### src/inc/spc_map.svh
// register offsets, field positions and reset values of the storage cell block
`ifndef SPC_MAP_SVH
`define SPC_MAP_SVH

`define SPC_ADDR_W 4
`define SPC_CFG_OFS 4'h0
`define SPC_DRV_OFS 4'h4
`define SPC_STAT_OFS 4'h8

`define SPC_CFG_RST 32'h0000_0000
`define SPC_DRV_RST 32'h0000_0000

// configuration fields
`define SPC_CFG_LATCH_GATE_LOW 0
`define SPC_CFG_LATCH_HAS_GATE_EN 1
`define SPC_CFG_INPUT_INIT_SET 2
`define SPC_CFG_EDGE_CLK_INV 3
`define SPC_CFG_EDGE_VAR_LO 4
`define SPC_CFG_EDGE_VAR_HI 5
`define SPC_CFG_LEVEL_VAR 6
`define SPC_CFG_LEVEL_GATE_INV 7
`define SPC_CFG_GBL_RESET_INV 8
`define SPC_CFG_INEDGE_HAS_CE 9

// drive fields
`define SPC_DRV_LATCH_GATE 0
`define SPC_DRV_LATCH_GATE_EN 1
`define SPC_DRV_INEDGE_CLK 2
`define SPC_DRV_INEDGE_CE 3
`define SPC_DRV_EDGE_D 4
`define SPC_DRV_EDGE_CLK 5
`define SPC_DRV_EDGE_CE 6
`define SPC_DRV_EDGE_CLEAR 7
`define SPC_DRV_EDGE_PRESET 8
`define SPC_DRV_LEVEL_D 9
`define SPC_DRV_LEVEL_GATE 10
`define SPC_DRV_LEVEL_GATE_EN 11
`define SPC_DRV_LEVEL_CLEAR 12
`define SPC_DRV_LEVEL_PRESET 13
`define SPC_DRV_GBL_RESET 14

// edge cell variants
`define SPC_EDGE_VAR_BOTH 2'h0
`define SPC_EDGE_VAR_PRESET 2'h2

`define SPC_RESP_OKAY 2'h0
`define SPC_RESP_SLVERR 2'h2

`endif

### src/inc/spc_pkg.sv
// types of the storage cell block
package spc_pkg;

  typedef enum logic [1:0] {
    SPC_WR_IDLE,
    SPC_WR_ADDR,
    SPC_WR_DATA,
    SPC_WR_RESP
  } spc_wr_state_t;

  typedef struct packed {
    spc_wr_state_t wr_state;
    logic [3:0] waddr;
    logic [31:0] wdata;
    logic [3:0] wstrb;
    logic [1:0] bresp;
    logic rvalid;
    logic [31:0] rdata;
    logic [1:0] rresp;
    logic [31:0] cfg;
    logic [31:0] drv;
    logic pad_s1;
    logic pad_s2;
    logic inedge_clk_prev;
    logic edge_clk_prev;
    logic latch_q;
    logic inedge_q;
    logic ms_master;
    logic ms_q;
    logic edge_q;
    logic level_q;
  } spc_state_t;

endpackage

### src/hw/spc_storage_cells.sv
// storage cell primitives behind an axi4-lite register slave
`timescale 1ns/100ps
`default_nettype none
`include "spc_map.svh"

// Functional notes
// - input latch passes pad data while gate active; gate polarity selectable per variant.
// - with gate enable variant, latch holds while gate enable is low.
// - a buffered unlatched copy of the pad data is provided.
// - input cells go to configured init value at power-on and global reset.
// - master-slave register gives slave output and master latch output.
// - logic edge cell captures on active edge; clock polarity invertible.
// - one edge variant has preset and clear, no clock enable.
// - two edge variants have clock enable and clear, no preset.
// - one edge variant has clock enable and preset only.
// - edge cell preset and clear act when high.
// - global reset sends preset variant to one, others to zero.
// - one level variant is transparent high with preset and clear, no enable.
// - other level variant is transparent high with gate enable and clear.
// - level gate polarity invertible; preset, clear and gate enable active high.
// - global reset input polarity may be inverted.
// - every cell implements the global reset input.
// - input edge cell with clock enable holds while enable is low.
module spc_storage_cells (
  input wire logic aclk,
  input wire logic aresetn,
  input wire logic [`SPC_ADDR_W-1:0] s_axi_awaddr,
  input wire logic s_axi_awvalid,
  output logic s_axi_awready,
  input wire logic [31:0] s_axi_wdata,
  input wire logic [3:0] s_axi_wstrb,
  input wire logic s_axi_wvalid,
  output logic s_axi_wready,
  output logic [1:0] s_axi_bresp,
  output logic s_axi_bvalid,
  input wire logic s_axi_bready,
  input wire logic [`SPC_ADDR_W-1:0] s_axi_araddr,
  input wire logic s_axi_arvalid,
  output logic s_axi_arready,
  output logic [31:0] s_axi_rdata,
  output logic [1:0] s_axi_rresp,
  output logic s_axi_rvalid,
  input wire logic s_axi_rready,
  input wire logic pad_data,
  output logic pad_copy,
  output logic latch_q,
  output logic inedge_q,
  output logic ms_q,
  output logic master_stage_out,
  output logic edge_q,
  output logic level_q
);

  spc_pkg::spc_state_t q;
  spc_pkg::spc_state_t n;

  logic gbl_reset;
  logic pad;
  logic latch_en;
  logic inedge_clk;
  logic inedge_rise;
  logic inedge_ce_ok;
  logic input_init;
  logic [1:0] edge_var;
  logic edge_has_ce;
  logic edge_has_clear;
  logic edge_has_preset;
  logic edge_clk;
  logic edge_rise;
  logic edge_clear;
  logic edge_preset;
  logic edge_load;
  logic level_has_preset;
  logic level_has_gate_en;
  logic level_clear;
  logic level_preset;
  logic level_en;
  logic do_write;
  logic [3:0] wa;
  logic [31:0] wd;
  logic [3:0] ws;
  logic [31:0] stat;

  function automatic logic [31:0] merge(input logic [31:0] old, input logic [31:0] nw,
                                         input logic [3:0] strb);
    logic [31:0] r;
    r = old;
    for (int i = 0; i < 4; i++) begin
      if (strb[i]) begin
        r[i*8 +: 8] = nw[i*8 +: 8];
      end
    end
    return r;
  endfunction

  function automatic logic is_reg(input logic [3:0] a, input logic [3:0] ofs);
    return {a[3:2], 2'h0} == ofs;
  endfunction

  assign gbl_reset = q.drv[`SPC_DRV_GBL_RESET] ^ q.cfg[`SPC_CFG_GBL_RESET_INV];
  assign pad = q.pad_s2;
  assign input_init = q.cfg[`SPC_CFG_INPUT_INIT_SET];
  // gate polarity comes from its own cfg bit, the same for both input latch variants
  assign latch_en = (q.drv[`SPC_DRV_LATCH_GATE] ^ q.cfg[`SPC_CFG_LATCH_GATE_LOW])
    && (!q.cfg[`SPC_CFG_LATCH_HAS_GATE_EN] || q.drv[`SPC_DRV_LATCH_GATE_EN]);
  assign inedge_clk = q.drv[`SPC_DRV_INEDGE_CLK];
  assign inedge_rise = inedge_clk && !q.inedge_clk_prev;
  assign inedge_ce_ok = !q.cfg[`SPC_CFG_INEDGE_HAS_CE] || q.drv[`SPC_DRV_INEDGE_CE];

  assign edge_var = q.cfg[`SPC_CFG_EDGE_VAR_HI:`SPC_CFG_EDGE_VAR_LO];
  assign edge_has_ce = edge_var != `SPC_EDGE_VAR_BOTH;
  assign edge_has_clear = edge_var != `SPC_EDGE_VAR_PRESET;
  assign edge_has_preset = (edge_var == `SPC_EDGE_VAR_BOTH) ||
                           (edge_var == `SPC_EDGE_VAR_PRESET);
  assign edge_clk = q.drv[`SPC_DRV_EDGE_CLK] ^ q.cfg[`SPC_CFG_EDGE_CLK_INV];
  assign edge_rise = edge_clk && !q.edge_clk_prev;
  assign edge_clear = edge_has_clear && q.drv[`SPC_DRV_EDGE_CLEAR];
  assign edge_preset = edge_has_preset && q.drv[`SPC_DRV_EDGE_PRESET];
  assign edge_load = edge_rise && (!edge_has_ce || q.drv[`SPC_DRV_EDGE_CE]);

  assign level_has_preset = !q.cfg[`SPC_CFG_LEVEL_VAR];
  assign level_has_gate_en = q.cfg[`SPC_CFG_LEVEL_VAR];
  assign level_clear = q.drv[`SPC_DRV_LEVEL_CLEAR];
  assign level_preset = level_has_preset && q.drv[`SPC_DRV_LEVEL_PRESET];
  assign level_en = (q.drv[`SPC_DRV_LEVEL_GATE] ^ q.cfg[`SPC_CFG_LEVEL_GATE_INV])
    && (!level_has_gate_en || q.drv[`SPC_DRV_LEVEL_GATE_EN]);

  assign do_write = (q.wr_state == spc_pkg::SPC_WR_IDLE && s_axi_awvalid && s_axi_wvalid) ||
                    (q.wr_state == spc_pkg::SPC_WR_ADDR && s_axi_wvalid) ||
                    (q.wr_state == spc_pkg::SPC_WR_DATA && s_axi_awvalid);
  assign wa = (q.wr_state == spc_pkg::SPC_WR_ADDR) ? q.waddr : s_axi_awaddr;
  assign wd = (q.wr_state == spc_pkg::SPC_WR_DATA) ? q.wdata : s_axi_wdata;
  assign ws = (q.wr_state == spc_pkg::SPC_WR_DATA) ? q.wstrb : s_axi_wstrb;
  assign stat = {25'h0, q.level_q, q.edge_q, q.ms_master, q.ms_q, q.inedge_q,
                 q.pad_s2, q.latch_q};

  always_comb begin
    n = q;
    // pad data crosses in through two flops; only the second is read
    n.pad_s1 = pad_data;
    n.pad_s2 = q.pad_s1;
    n.inedge_clk_prev = inedge_clk;
    n.edge_clk_prev = edge_clk;

    if (latch_en) begin
      n.latch_q = pad;
    end
    if (inedge_rise && inedge_ce_ok) begin
      n.inedge_q = pad;
    end
    // master is open while the shared clock is low, slave takes it at the edge
    if (!inedge_clk) begin
      n.ms_master = pad;
    end
    if (inedge_rise) begin
      n.ms_q = q.ms_master;
    end

    if (edge_clear) begin
      n.edge_q = 1'b0;
    end else if (edge_preset) begin
      n.edge_q = 1'b1;
    end else if (edge_load) begin
      n.edge_q = q.drv[`SPC_DRV_EDGE_D];
    end

    if (level_clear) begin
      n.level_q = 1'b0;
    end else if (level_preset) begin
      n.level_q = 1'b1;
    end else if (level_en) begin
      n.level_q = q.drv[`SPC_DRV_LEVEL_D];
    end

    // global reset comes last so it overrides every other input
    if (gbl_reset) begin
      n.latch_q = input_init;
      n.inedge_q = input_init;
      n.ms_master = input_init;
      n.ms_q = input_init;
      n.edge_q = edge_var == `SPC_EDGE_VAR_PRESET;
      n.level_q = 1'b0;
    end

    case (q.wr_state)
      spc_pkg::SPC_WR_IDLE: begin
        if (s_axi_awvalid && !s_axi_wvalid) begin
          n.waddr = s_axi_awaddr;
          n.wr_state = spc_pkg::SPC_WR_ADDR;
        end else if (s_axi_wvalid && !s_axi_awvalid) begin
          n.wdata = s_axi_wdata;
          n.wstrb = s_axi_wstrb;
          n.wr_state = spc_pkg::SPC_WR_DATA;
        end
      end
      spc_pkg::SPC_WR_ADDR, spc_pkg::SPC_WR_DATA: begin
      end
      spc_pkg::SPC_WR_RESP: begin
        if (s_axi_bready) begin
          n.wr_state = spc_pkg::SPC_WR_IDLE;
        end
      end
      default: begin
        n.wr_state = spc_pkg::SPC_WR_IDLE;
      end
    endcase

    if (do_write) begin
      n.wr_state = spc_pkg::SPC_WR_RESP;
      n.bresp = `SPC_RESP_OKAY;
      if (is_reg(wa, `SPC_CFG_OFS)) begin
        n.cfg = merge(q.cfg, wd, ws);
      end else if (is_reg(wa, `SPC_DRV_OFS)) begin
        n.drv = merge(q.drv, wd, ws);
      end else if (!is_reg(wa, `SPC_STAT_OFS)) begin
        n.bresp = `SPC_RESP_SLVERR;
      end
    end

    if (q.rvalid && s_axi_rready) begin
      n.rvalid = 1'b0;
    end else if (!q.rvalid && s_axi_arvalid) begin
      n.rvalid = 1'b1;
      n.rresp = `SPC_RESP_OKAY;
      if (is_reg(s_axi_araddr, `SPC_CFG_OFS)) begin
        n.rdata = q.cfg;
      end else if (is_reg(s_axi_araddr, `SPC_DRV_OFS)) begin
        n.rdata = q.drv;
      end else if (is_reg(s_axi_araddr, `SPC_STAT_OFS)) begin
        n.rdata = stat;
      end else begin
        n.rdata = 32'h0000_0000;
        n.rresp = `SPC_RESP_SLVERR;
      end
    end
  end

  always_ff @(posedge aclk) begin
    if (!aresetn) begin
      // power-on state matches a global reset with the default configuration
      q <= '0;
      q.wr_state <= spc_pkg::SPC_WR_IDLE;
      q.cfg <= `SPC_CFG_RST;
      q.drv <= `SPC_DRV_RST;
    end else begin
      q <= n;
    end
  end

  assign s_axi_awready = (q.wr_state == spc_pkg::SPC_WR_IDLE) ||
                         (q.wr_state == spc_pkg::SPC_WR_DATA);
  assign s_axi_wready = (q.wr_state == spc_pkg::SPC_WR_IDLE) ||
                        (q.wr_state == spc_pkg::SPC_WR_ADDR);
  assign s_axi_bvalid = q.wr_state == spc_pkg::SPC_WR_RESP;
  assign s_axi_bresp = q.bresp;
  assign s_axi_arready = !q.rvalid;
  assign s_axi_rvalid = q.rvalid;
  assign s_axi_rdata = q.rdata;
  assign s_axi_rresp = q.rresp;
  assign pad_copy = q.pad_s2;
  assign latch_q = q.latch_q;
  assign inedge_q = q.inedge_q;
  assign ms_q = q.ms_q;
  assign master_stage_out = q.ms_master;
  assign edge_q = q.edge_q;
  assign level_q = q.level_q;
endmodule
`default_nettype wire

### config.mk
export PLATFORM = sky130hd
export DESIGN_NAME = spc_storage_cells
export DESIGN_NICKNAME = d
export VERILOG_FILES = /design/src/inc/spc_pkg.sv /design/src/hw/spc_storage_cells.sv
export VERILOG_INCLUDE_DIRS = /design/src /design/src/inc
export SDC_FILE = /design/constraint.sdc
export NUM_CORES = 1
export LEC_CHECK = 0
export ABC_AREA = 1
export ABC_CLOCK_PERIOD_IN_PS = 4100
export BUFFER_PORTS_ARGS = -buffer_cell sky130_fd_sc_hd__buf_2
export CORE_ASPECT_RATIO = 0.9
export CORE_MARGIN = 4
export CORE_UTILIZATION = 40
export DETAILED_ROUTE_END_ITERATION = 8
export GPL_TIMING_DRIVEN = 0
export SLEW_MARGIN = 40
export SYNTH_ARGS = -nofsm -noshare
export SYNTH_HDL_FRONTEND = slang
export SYNTH_SLANG_ARGS = --single-unit
### constraint.sdc
create_clock -name aclk -period 4.1 [get_ports aclk]
set_input_delay 0.615 -clock aclk [delete_from_list [all_inputs] [get_ports aclk]]
set_output_delay 0.615 -clock aclk [all_outputs]
set_load 0.02 [all_outputs]
Word-level counts from Yosys, hierarchy flattened
Cells that the tools add are included.
{"block": "word_totals", "regBits": 153, "input_bits": 52, "output_inout_bits": 48, "word_cells": 134}
{"block": "classes", "n_eq_ne": 12, "n_mux": 28, "bitwise_logic": 8, "reduce_logical": 60}
{"cell": "32-bit two-way mux", "count": 3}
{"cell": "2-bit two-way mux", "count": 10}
{"cell": "3-bit AND reduction", "count": 6}
{"cell": "1-bit logical AND", "count": 17}
{"cell": "4-bit AND reduction", "count": 4}
{"cell": "2-bit == test, second input constant", "count": 5}
{"cell": "1-bit two-way mux", "count": 10}
{"cell": "2-bit nonzero test", "count": 5}
{"cell": "1-bit logical NOT", "count": 9}
{"cell": "1-bit logical OR", "count": 9}
{"cell": "2-bit logical NOT", "count": 4}
{"cell": "4-bit two-way mux", "count": 2}
{"cell": "7-bit two-way mux", "count": 1}
{"cell": "2-bit by 1-bit == test with 1-bit output, second input constant", "count": 3}
{"cell": "6-bit two-way mux", "count": 1}
{"cell": "4-bit != test, second input constant", "count": 1}
{"cell": "1-bit NOT", "count": 4}
{"cell": "2-bit one-hot mux with 2 select lines", "count": 1}
{"cell": "2-bit AND reduction", "count": 2}
{"cell": "4-bit nonzero test", "count": 1}
{"cell": "1-bit XOR", "count": 4}
{"cell": "3-bit by 1-bit != test with 1-bit output, second input constant", "count": 1}
{"cell": "3-bit nonzero test", "count": 1}
{"cell": "3-bit OR reduction", "count": 1}
{"cell": "3 further kinds", "count": 3}

Longest topological paths before layout
Gate-level depths: netlist (run 1).
{"block": "depth", "word_depth": 8, "depth_mapped": 10}

Least setup slack after synthesis (run 1)
OpenSTA, ideal clock, no wires.
{"block": "synth_timing", "path_kind": "input to register", "from": "in s_axi_awvalid", "to": "reg q, in the netlist level_clear", "setup_ps": 64, "arrival_time_ps": 1465, "required_time_ps": 4036, "setup_slack_ps": 2571, "path_stages": 8, "path_cell_list": "inv_1 > nand2_4 > nand2_1 > nor2_2 > nand2_1 > nor2_4 > nor2_1 > nor2_1"}
{"block": "synth_via", "elab_chain_cells": 5, "elab_cells_between_ends": 6, "classes_between": "6 x reduce/logical"}
{"item": "start, declared", "line": "spc_storage_cells.sv:28", "text": "input wire logic s_axi_awvalid,"}
{"item": "1-bit logical AND (2 in series)", "line": "spc_storage_cells.sv:128", "text": "assign do_write = (q.wr_state == spc_pkg::SPC_WR_IDLE && s_axi_awvalid && s_axi_wvalid) ||"}
{"item": "1-bit logical OR", "line": "spc_storage_cells.sv:128"}
{"item": "1-bit logical OR *", "line": "spc_storage_cells.sv:129", "text": "(q.wr_state == spc_pkg::SPC_WR_ADDR && s_axi_wvalid) ||"}
{"item": "4-bit AND reduction (no line) *"}
{"item": "end signal, assigned", "line": "spc_storage_cells.sv:246", "text": "q <= n;"}
{"item": "end, declared", "line": "spc_storage_cells.sv:54", "text": "spc_pkg::spc_state_t q;"}
Every way passes the cells marked *; elsewhere a longest branch is shown, timed or not.
A chain may end at the register's enable or synchronous reset.

Worst setup path after layout (run 1)
{"block": "layout_timing", "from": "reg q[152] in the netlist's numbering", "to": "out s_axi_bvalid"}
{"block": "layout_via", "elab_chain_cells": 1}
{"item": "2-bit == test", "line": "spc_storage_cells.sv:254", "text": "assign s_axi_bvalid = q.wr_state == spc_pkg::SPC_WR_RESP;"}
{"item": "end, declared", "line": "spc_storage_cells.sv:35", "text": "output logic s_axi_bvalid,"}
Every way passes these cells.

==> results.ini, run 1 <==
[outcome]
outcome = finished, final reports clean

[timing]
worst_slack_ps = 2010
fin_skew_ps = 7.89
worst_pin_slew_ps = 738
finalMaxSlewViolations = 0
report.final.setup_viol = 0
timing_hold_violations_final = 0
fin_crit_share_pct = 51.0
finalCriticalPeriod_ps = 2090
highest_clock_rate_mhz = 479
timing.slew.headroom_pct = 50.8
worst_hold_slack_ps = 381
setup_tns_ps = 0
grt_setup_unrepaired = false

[setup_path]
regToRegSetupSlack_ps = 2210
critical_path_required_ps = 3480
critPathCaptureType = output port
ff2ff_path_depth = 6
timing.critical_path.slowest_stage_cell = sky130_fd_sc_hd__dfxtp_1
reg2reg_to = q[41]
worst_ep_arrival_time_ps = 1470
crit_type = reg -> out
crit_cells = 3
regToRegStartpoint = q[152]
worst_path_dominant_cell_family = flip-flops
timing.critical_path.slowest_cell_delay_ps = 540
count_of_buffering_cells_on_the_critical_path_with_inverters_included = 2
worst_setup_path_endpoint = s_axi_bvalid
cp_max_fo = 6
worst_setup_path_start_kind = register
crit_path_cell_trace = nand2_1, inv_1, buf_2
crit_start = q[152]

[die]
die_area_mm2 = 0.0201
floorplan.core_area_mm2 = 0.0176
rows = 46
die_height_um = 135
initial_core_util_pct = 40.6
fp.dieW_um = 149
num_io_pins = 100

[power]
cellPowerDensity_mw_per_mm2 = 458
fin_total_pwr_mw = 3.90
power.ir.vdd_worst_mv = 0.297
p_leak_nw = 3.97

[synth]
synth_seq_cells = 149
ys_async_sr_fraction_pct = 0
synth_enable_flop_cells = 0
avgSynthCellArea_um2 = 6.93
synth-main-ff-cell = sky130_fd_sc_hd__dfxtp_1
synth_seq_area_share_pct = 41.7
syn_inst = 1032
yosysWarnings = 0
post_synthesis_cell_area_mm2 = 0.00715
netlist-cell-type-count = 32

[clocking]
cts-hold-fix-buffers = 0
post-cts-setup-buffers = 0
cts_tree = built
clock_slew_at_reported_path_ffs_ps = 60
clk_root_buffer_cell = sky130_fd_sc_hd__clkbuf_16
htree_levels = 4
cts-buffers-inserted = 17
worst_skew_pair.late_latency_ps = 420
ctsLongestPathBuffers = 2
post_cts.resized_instances = 0
clock_sinks = 149

[detailed_routing]
final_antenna_net_count = 0
drc = 0
dr_total_vias = 6537
route.final.wire_length_um = 19700
firstDrtPassIters = 7
routed_wire_length_per_instance_um = 14.1
vias_per_cell = 4.68
detail_route.iter0.violations = 465

[cells_and_area]
top_register = q
final-seq-area_mm2 = 0.00298
nFillCells = 1857
largest_register_ff_count = 100
final_standard_cell_utilization_of_the_core_pct = 48.4
stdcell_area_mm2 = 0.00852
multiInputGateArea_mm2 = 0.00322
fin_cells = 1397
drive_above_1_share_pct = 18.4
antenna_cells = 0
num-nets-final = 1197
syn2layout_area_growth_pct = 19.1

[place]
detailed_place_hpwl_um = 15200
port_buffers = 93
place_worst_setup_slack_ps = 1900
gp_routability_congestion = 0.812
dpl.cell_count = 1366
placed_cell_area_mm2 = 0.00792

[global_routing]
grt_usage_pct = 20.1
grt-ovfl-total = 0
grt_pass1_wl_um = 31900
antenna_violations_before_repair = 0
first_global_vias = 5967
grt_max_degree = 17

[min_path]
timing.hold.worst.class = in -> reg
critical_hold_path_startpoint = pad_data

[flow_run]
drv.max_cap_violation_count = 0

==> worst min-delay path by stage <==
stage | slack, ps | end | depth (start not counted)
floorplan | 390 | pad_copy | 2
global placement | 450 | s_axi_rdata[28] | 2
detailed placement | 460 | pad_copy | 2
CTS | 370 | n[8] | 3
global route | 400 | n[8] | 3
finish | 380 | n[8] | 3
==> worst register-to-register path: stages (launching register included) <==
cell,delay (ps)
sky130_fd_sc_hd__dfxtp_1,540
sky130_fd_sc_hd__nand2_2,230
sky130_fd_sc_hd__clkbuf_1,290
sky130_fd_sc_hd__o21ai_0,430
sky130_fd_sc_hd__nand3_1,170
sky130_fd_sc_hd__nand2_1,90
sky130_fd_sc_hd__nor2_1,30
==> where the power goes <==
group / total [mW] / internal (mW) / switching, mW
logic: 0.716 / 0.249 / 0.467
clock network: 1.58 / 0.973 / 0.608
registers: 1.60 / 1.54 / 0.0600
total: 3.90 / 2.77 / 1.14
==> area by class of cell <==
type / count / share of cell area, %
well taps: 240 / 3.53
repair buffers: 93 / 5.46
clock inverters: 7 / 1.12
flip-flops and latches: 149 / 35.0
inverters: 103 / 4.57
clock buffers: 24 / 5.89
plain buffers: 88 / 6.58
multi-input cells: 693 / 37.8
==> Yosys cell counts (all sizes together), types with 2 or more instances <==
master / count / area [µm²]
nand3: 85 / 438
a41oi: 7 / 61.3
nor2: 169 / 752
a31o: 7 / 61.3
dfxtp: 149 / 2980
o211ai: 13 / 97.6
nand2: 250 / 976
inv: 102 / 385
nand3b: 4 / 30.0
a21oi: 48 / 240
buf: 56 / 440
clkbuf: 32 / 120
nor3: 2 / 21.3
o21ai: 102 / 510
==> metal layers <==
layer	GRT usage [%]	part of all wire, %
met1	30.9	53
met4	5.34	1.2
met3	3.62	5.3
met5	0	0
met2	28.7	41
==> cells in the final DEF (no fill, tap or decap), types with 13 or more instances in the layout <==
master | netlist | layout
sky130_fd_sc_hd__clkbuf_16 | 0 | 17
sky130_fd_sc_hd__inv_1 | 100 | 100
sky130_fd_sc_hd__nand3_1 | 84 | 84
sky130_fd_sc_hd__o211ai_1 | 13 | 13
sky130_fd_sc_hd__o21ai_0 | 100 | 100
sky130_fd_sc_hd__nor2_1 | 152 | 152
sky130_fd_sc_hd__a21oi_1 | 48 | 48
sky130_fd_sc_hd__buf_2 | 4 | 97
sky130_fd_sc_hd__clkbuf_1 | 32 | 34
sky130_fd_sc_hd__buf_4 | 40 | 40
sky130_fd_sc_hd__dfxtp_1 | 149 | 149
sky130_fd_sc_hd__nor2_4 | 15 | 15
sky130_fd_sc_hd__nand2_1 | 241 | 241
==> logic make-up after synthesis <==
| family | Yosys count | share of synthesized area [%] |
|---|---|---|
| flops | 149 | 41.7 |
| buf+inv | 191 | 13.3 |
| other cells | 1 | 0.0524 |
| compound gates | 181 | 14.0 |
| simple gates | 510 | 31.0 |
No activity file was read; power rests on OpenSTA's default activity.
==> run 2, diff against run 1 <==
Settings changed: ABC_AREA 1 to 0, ABC_CLOCK_PERIOD_IN_PS 4100 to 1750.
Clock period 4.1 ns to 1.75 ns, I/O delays scaled along.
==> results.ini, run 2 <==
[outcome]
outcome = finished, final reports clean  ; unchanged

[cells_and_area]
top_register = q  ; unchanged
leading_cell_type_in_the_layout_fill_and_taps_excluded = sky130_fd_sc_hd__dfxtp_1  ; was sky130_fd_sc_hd__nand2_1
antenna_cells = 0  ; unchanged
num-nets-final = 885  ; was 1197
stdcell_area_mm2 = 0.00804  ; was 0.00852 mm²
final-seq-area_mm2 = 0.00299  ; was 0.00298 mm²
syn2layout_area_growth_pct = 20.8  ; was 19.1%
multiInputGateArea_mm2 = 0.00308  ; was 0.00322 mm²
nFillCells = 1560  ; was 1857
drive_above_1_share_pct = 30.1  ; was 18.4%
most-common-layout-cells = sky130_fd_sc_hd__dfxtp_1 (146), sky130_fd_sc_hd__a21oi_1 (111), sky130_fd_sc_hd__buf_2 (108)  ; was sky130_fd_sc_hd__nand2_1 (241), sky130_fd_sc_hd__nor2_1 (152), sky130_fd_sc_hd__dfxtp_1 (149)
largest_register_ff_count = 100  ; unchanged
fin_cells = 1053  ; was 1397

[global_routing]
grt-ovfl-total = 0  ; unchanged
first_global_vias = 5105  ; was 5967
antenna_violations_before_repair = 0  ; unchanged
grt_pass1_wl_um = 28200  ; was 31900 µm
grt_usage_pct = 19.4  ; was 20.1%
grt_max_degree = 17  ; unchanged

[synth]
synth_top_cells_by_area = sky130_fd_sc_hd__dfxtp_1 (45%), sky130_fd_sc_hd__a21oi_1 (8.4%), sky130_fd_sc_hd__mux2i_1 (6.9%)  ; was sky130_fd_sc_hd__dfxtp_1 (42%), sky130_fd_sc_hd__nand2_1 (13%), sky130_fd_sc_hd__nor2_1 (8.0%)
yosysWarnings = 0  ; unchanged
post_synth_and_or_nand_nor_area_fraction_pct = 10.6  ; was 31.0%
synth-adder-area-share_pct = 0  ; unchanged
ys_async_sr_fraction_pct = 0  ; unchanged
syn_inst = 722  ; was 1032
netlist-cell-type-count = 42  ; was 32
synth_seq_area_share_pct = 44.8  ; was 41.7%
xor_xnor_cell_area_share_of_the_yosys_netlist_pct = 0.658  ; was 0%
synth_seq_cells = 149  ; unchanged
synth_largest_area_cell = sky130_fd_sc_hd__dfxtp_1  ; unchanged
post_synthesis_cell_area_mm2 = 0.00665  ; was 0.00715 mm²
synth_enable_flop_cells = 0  ; unchanged
synth-main-ff-cell = sky130_fd_sc_hd__dfxtp_1  ; unchanged
avgSynthCellArea_um2 = 9.21  ; was 6.93 µm²
post_synth_mux_area_share_pct = 11.4  ; was 0%
synth_top_area_share_pct = 44.8  ; was 41.7%
synth_compound_gate_area_share_pct = 22.8  ; was 14.0%
synth.cells.most_frequent = sky130_fd_sc_hd__dfxtp_1 (149), sky130_fd_sc_hd__a21oi_1 (112), sky130_fd_sc_hd__nand2_1 (77)  ; was sky130_fd_sc_hd__nand2_1 (241), sky130_fd_sc_hd__nor2_1 (152), sky130_fd_sc_hd__dfxtp_1 (149)
dominant_combinational_cell_family_by_area_after_synthesis = compound AO/OA/AOI/OAI gates  ; was simple AND/OR/NAND/NOR gates
synth_most_common_cell = sky130_fd_sc_hd__dfxtp_1  ; was sky130_fd_sc_hd__nand2_1

[place]
dpl.cell_count = 1021  ; was 1366
detailed_place_hpwl_um = 13000  ; was 15200 µm
port_buffers = 91  ; was 93
place_worst_setup_slack_ps = -153  ; was 1900 ps
placed_cell_area_mm2 = 0.00737  ; was 0.00792 mm²
gp_routability_congestion = 0.789  ; was 0.812

[timing]
report.final.setup_viol = 0  ; unchanged
highest_clock_rate_mhz = 591
worst_slack_ps = 57.3  ; was 2010 ps
grt_setup_unrepaired = true  ; was false
worst_hold_slack_ps = 22.3  ; was 381 ps
setup_tns_ps = 0  ; unchanged
worst_pin_slew_ps = 714  ; was 738 ps
timing_hold_violations_final = 0  ; unchanged
finalCriticalPeriod_ps = 1690
timing.slew.headroom_pct = 52.4  ; was 50.8%
finalMaxSlewViolations = 0  ; unchanged
fin_crit_share_pct = 96.7
fin_skew_ps = 7.76  ; was 7.89 ps

[die]
fp.dieW_um = 144  ; was 149 µm
die_height_um = 130  ; was 135 µm
rows = 44  ; was 46
floorplan.core_area_mm2 = 0.0162  ; was 0.0176 mm²
die_area_mm2 = 0.0188  ; was 0.0201 mm²
num_io_pins = 100  ; unchanged
initial_core_util_pct = 41.0  ; was 40.6%

[setup_path]
critical_path_required_ps = 2060  ; was 3480 ps
crit_type = reg -> reg  ; was reg -> out
worst_setup_path_start_kind = register  ; unchanged
critPathCaptureType = register  ; was output port
cp_max_fo = 9  ; was 6
worst_ep_arrival_time_ps = 2000  ; was 1470 ps

[clocking]
htree_levels = 4  ; unchanged
worst_skew_pair.late_latency_ps = 430  ; was 420 ps
cts-hold-fix-buffers = 0  ; unchanged
clk_root_buffer_cell = sky130_fd_sc_hd__clkbuf_16  ; unchanged
clock_sinks = 149  ; unchanged
cts-buffers-inserted = 17  ; unchanged
clock_slew_at_reported_path_ffs_ps = 60  ; about the same
cts_tree = built  ; unchanged
ctsLongestPathBuffers = 2  ; unchanged

[power]
cellPowerDensity_mw_per_mm2 = 1020  ; was 458 mW/mm²
p_leak_nw = 3.29  ; was 3.97 nW
power.ir.vdd_worst_mv = 0.660  ; was 0.297 mV

[detailed_routing]
vias_per_cell = 5.05  ; was 4.68
dr_total_vias = 5320  ; was 6537
drc = 0  ; unchanged
routed_wire_length_per_instance_um = 16.7  ; was 14.1 µm
firstDrtPassIters = 5  ; was 7
detail_route.iter0.violations = 219  ; was 465
route.final.wire_length_um = 17600  ; was 19700 µm
final_antenna_net_count = 0  ; unchanged

[flow_run]
drv.max_cap_violation_count = 0  ; unchanged

[min_path]
timing.hold.worst.class = in -> reg  ; unchanged

run 2: logic make-up (layout without fill, tap and decap cells):
logic type	Yosys count	count (layout)
AO/OA/AOI/OAI	228	228
XOR/XNOR	5	5
buffers and inverters	106	229
flip-flops	149	149
multiplexers	72	72
other	1	2
AND/OR/NAND/NOR	161	161
run 2: final timing paths:
check	depth (start not counted)	to	startpoint	slack [ps]
hold reg to reg	1	pad_copy	n[8]	440
setup / recovery	6	inedge_clk	q[152]	60
setup reg to reg	6	inedge_clk	q[152]	60
hold / removal	2	q[151]	s_axi_bready	20
run 2: stage by stage:
stage | util [%] | power, mW
global placement | 45.4 | 4.58
floorplan | - | 4.27
finish | 49.5 | 8.23
global route | 49.5 | 8.51
CTS | 49.2 | 8.26
detailed placement | 45.4 | 4.59
run 2: power by group:
part / switching (mW) / internal (mW) / leakage, nW
logic: 0.581 / 0.362 / 1.79
registers: 0.0827 / 3.51 / 1.21
clock network: 1.39 / 2.31 / 0.291
total: 2.05 / 6.18 / 3.29
run 2: final cells by class:
type,count,area share [%]
buffer,96,7.65
clock buffer,23,5.82
clock inverter,9,1.57
inverter,10,0.467
multi-input combinational,468,38.4
sequential,149,37.2
tap,207,3.22
timing repair buffer,91,5.67
run 2: metal layers:
| layer | share of wire (%) | global-route usage [%] | vias up | routed length, µm |
|---|---|---|---|---|
| li1 | - | - | 2755 | - |
| met1 | 54 | 30.6 | 2410 | 9450 |
| met2 | 39 | 26.4 | 138 | 6930 |
| met3 | 5.7 | 4.25 | 17 | 1000 |
| met4 | 1.1 | 4.98 | 0 | 188 |
| met5 | 0 | 0 | - | 0 |
run 2: critical path, stage by stage (launching register included):
cell,delay (ps)
sky130_fd_sc_hd__dfxtp_4,390
sky130_fd_sc_hd__nand2b_1,220
sky130_fd_sc_hd__a31o_1,250
sky130_fd_sc_hd__buf_4,170
sky130_fd_sc_hd__and2_4,140
sky130_fd_sc_hd__buf_6,130
sky130_fd_sc_hd__mux2_4,290
run 2: timing repair:
action	4_1_cts	5_1_grt
setup endpoints to repair	52	74
gates resized for setup	7	16
setup buffers	0	0
pin swaps	0	1
==> run 3, diff against run 2 <==
Settings changed: MAX_ROUTING_LAYER set to met4.
==> results.ini, run 3 (same netlist as run 2, synthesis figures left out) <==
[timing]
worst_slack_ps = 56.0  ; was 57.3 ps
fin_crit_share_pct = 96.8  ; was 96.7%
finalMaxSlewViolations = 0  ; unchanged
worst_pin_slew_ps = 734  ; was 714 ps
timing.slew.headroom_pct = 51.1  ; was 52.4%
report.final.setup_viol = 0  ; unchanged
setup_tns_ps = 0  ; unchanged
finalCriticalPeriod_ps = 1690  ; about the same
timing_hold_violations_final = 0  ; unchanged
fin_skew_ps = 7.28  ; was 7.76 ps
grt_setup_unrepaired = true  ; unchanged
highest_clock_rate_mhz = 590  ; was 591 MHz

[cells_and_area]
drive_above_1_share_pct = 30.1  ; unchanged
nFillCells = 1560  ; unchanged
leading_cell_type_in_the_layout_fill_and_taps_excluded = sky130_fd_sc_hd__dfxtp_1  ; unchanged
num-nets-final = 885  ; unchanged
top_register = q  ; unchanged
largest_register_ff_count = 100  ; unchanged
most-common-layout-cells = sky130_fd_sc_hd__dfxtp_1 (146), sky130_fd_sc_hd__a21oi_1 (111), sky130_fd_sc_hd__buf_2 (108)  ; unchanged
fin_cells = 1053  ; unchanged
antenna_cells = 0  ; unchanged
syn2layout_area_growth_pct = 20.8  ; unchanged

[setup_path]
worst_setup_path_start_kind = register  ; unchanged
worst_ep_arrival_time_ps = 2010  ; was 2000 ps
critical_path_required_ps = 2060  ; about the same
crit_type = reg -> reg  ; unchanged
cp_max_fo = 9  ; unchanged
critPathCaptureType = register  ; unchanged

[power]
power.ir.vdd_worst_mv = 0.663  ; was 0.660 mV
seq_power_share_pct = 43.7  ; about the same
clkPwrFrac_pct = 44.9  ; about the same
power_report.internal_total_mw = 6.18  ; about the same
p_leak_nw = 3.29  ; unchanged
comb_power_share_pct = 11.5  ; about the same
fin_total_pwr_mw = 8.23  ; about the same
switching_pwr_mw = 2.05  ; about the same
cellPowerDensity_mw_per_mm2 = 1020  ; about the same
p_sw_share_pct = 24.9  ; about the same

[global_routing]
grt-ovfl-total = 0  ; unchanged
grt_usage_pct = 20.1  ; was 19.4%
grt_max_degree = 17  ; unchanged
first_global_vias = 5086  ; was 5105
grt_pass1_wl_um = 28300  ; was 28200 µm
antenna_violations_before_repair = 0  ; unchanged

[die]
die_height_um = 130  ; unchanged
die_area_mm2 = 0.0188  ; unchanged
initial_core_util_pct = 41.0  ; unchanged
num_io_pins = 100  ; unchanged
fp.dieW_um = 144  ; unchanged
floorplan.core_area_mm2 = 0.0162  ; unchanged
rows = 44  ; unchanged

[place]
dpl.cell_count = 1021  ; unchanged
gp_routability_congestion = 0.800  ; was 0.789
detailed_place_hpwl_um = 13000  ; unchanged
port_buffers = 91  ; unchanged
place_worst_setup_slack_ps = -153  ; unchanged

[clocking]
htree_levels = 4  ; unchanged
post-cts-setup-buffers = 0  ; unchanged
cts_tree = built  ; unchanged
clock_sinks = 149  ; unchanged
clock_slew_at_reported_path_ffs_ps = 60  ; about the same
cts-buffers-inserted = 17  ; unchanged
ctsLongestPathBuffers = 2  ; unchanged
worst_skew_pair.late_latency_ps = 430  ; about the same
clk_root_buffer_cell = sky130_fd_sc_hd__clkbuf_16  ; unchanged
cts-hold-fix-buffers = 0  ; unchanged

[detailed_routing]
dr_total_vias = 5317  ; was 5320
route.final.wire_length_um = 17600  ; about the same
final_antenna_net_count = 0  ; unchanged
drc = 0  ; unchanged
routed_wire_length_per_instance_um = 16.7  ; about the same
firstDrtPassIters = 5  ; unchanged
vias_per_cell = 5.05  ; about the same
detail_route.iter0.violations = 234  ; was 219

[flow_run]
drv.max_cap_violation_count = 0  ; unchanged

[outcome]
outcome = finished, final reports clean  ; unchanged

[min_path]
timing.hold.worst.class = in -> reg  ; unchanged

run 3: cell counts in the layout (fill, tap and decap cells not counted):
Identical to the previous run, type by type.
run 3: worst max-delay path, cell delays in order (launching register included):
cell and delay [ps]:
sky130_fd_sc_hd__dfxtp_4 390, sky130_fd_sc_hd__nand2b_1 220, sky130_fd_sc_hd__a31o_1 250, sky130_fd_sc_hd__buf_4 170
sky130_fd_sc_hd__and2_4 140, sky130_fd_sc_hd__buf_6 130, sky130_fd_sc_hd__mux2_4 290
run 3: metal layers:
metal / GRT usage (%) / vias up / share of wire [%]
li1: - / 2756 / -
met1: 30.7 / 2408 / 54
met2: 26.4 / 139 / 39
met3: 4.43 / 14 / 5.6
met4: 4.98 / 0 / 1.0
met5: - / - / 0
run 3: area by class of cell:
| type | instances | area, µm² | area share, % |
|---|---|---|---|
| Multi-Input combinational cell | 468 | 3080 | 38.4 |
| Sequential cell | 149 | 2990 | 37.2 |
| Buffer | 96 | 614 | 7.65 |
| Clock buffer | 23 | 468 | 5.82 |
| Timing Repair Buffer | 91 | 455 | 5.67 |
| Tap cell | 207 | 259 | 3.22 |
| Clock inverter | 9 | 126 | 1.57 |
| Inverter | 10 | 37.5 | 0.467 |
run 3: what timing repair did:
item / CTS / global route
pin swaps: 0 / 1
setup endpoints to repair: 52 / 79
resized for setup: 7 / 16
gates cloned: 0 / 0
run 3: path summary, 6_finish.rpt:
check / startpoint / endpoint / slack (ps) / depth (start not counted)
worst min-delay path: s_axi_bready / q[151] / 20 / 2
worst max-delay path: q[152] / inedge_clk / 60 / 6
worst min register to register: n[8] / pad_copy / 440 / 1
worst max register to register: q[152] / inedge_clk / 60 / 6
run 3: power groups by stage:
stage	registers, mW	logic (mW)	clock network [mW]
finish	3.59	0.943	3.69
global route	3.61	1.04	3.86
CTS	3.59	0.932	3.74
detailed placement	3.66	0.923	0
global placement	3.66	0.923	0
floorplan	3.66	0.620	0
run 3: metrics by stage:
stage / hold WS [ps] / util [%] / instance area (µm²)
after floorplan: 362 / - / 6660
after global placement: 420 / 45.4 / 7370
after detailed placement: 422 / 45.4 / 7370
after CTS: 14.8 / 49.2 / 7990
after global routing: 23.4 / 49.5 / 8040
final: 19.4 / 49.5 / 8040
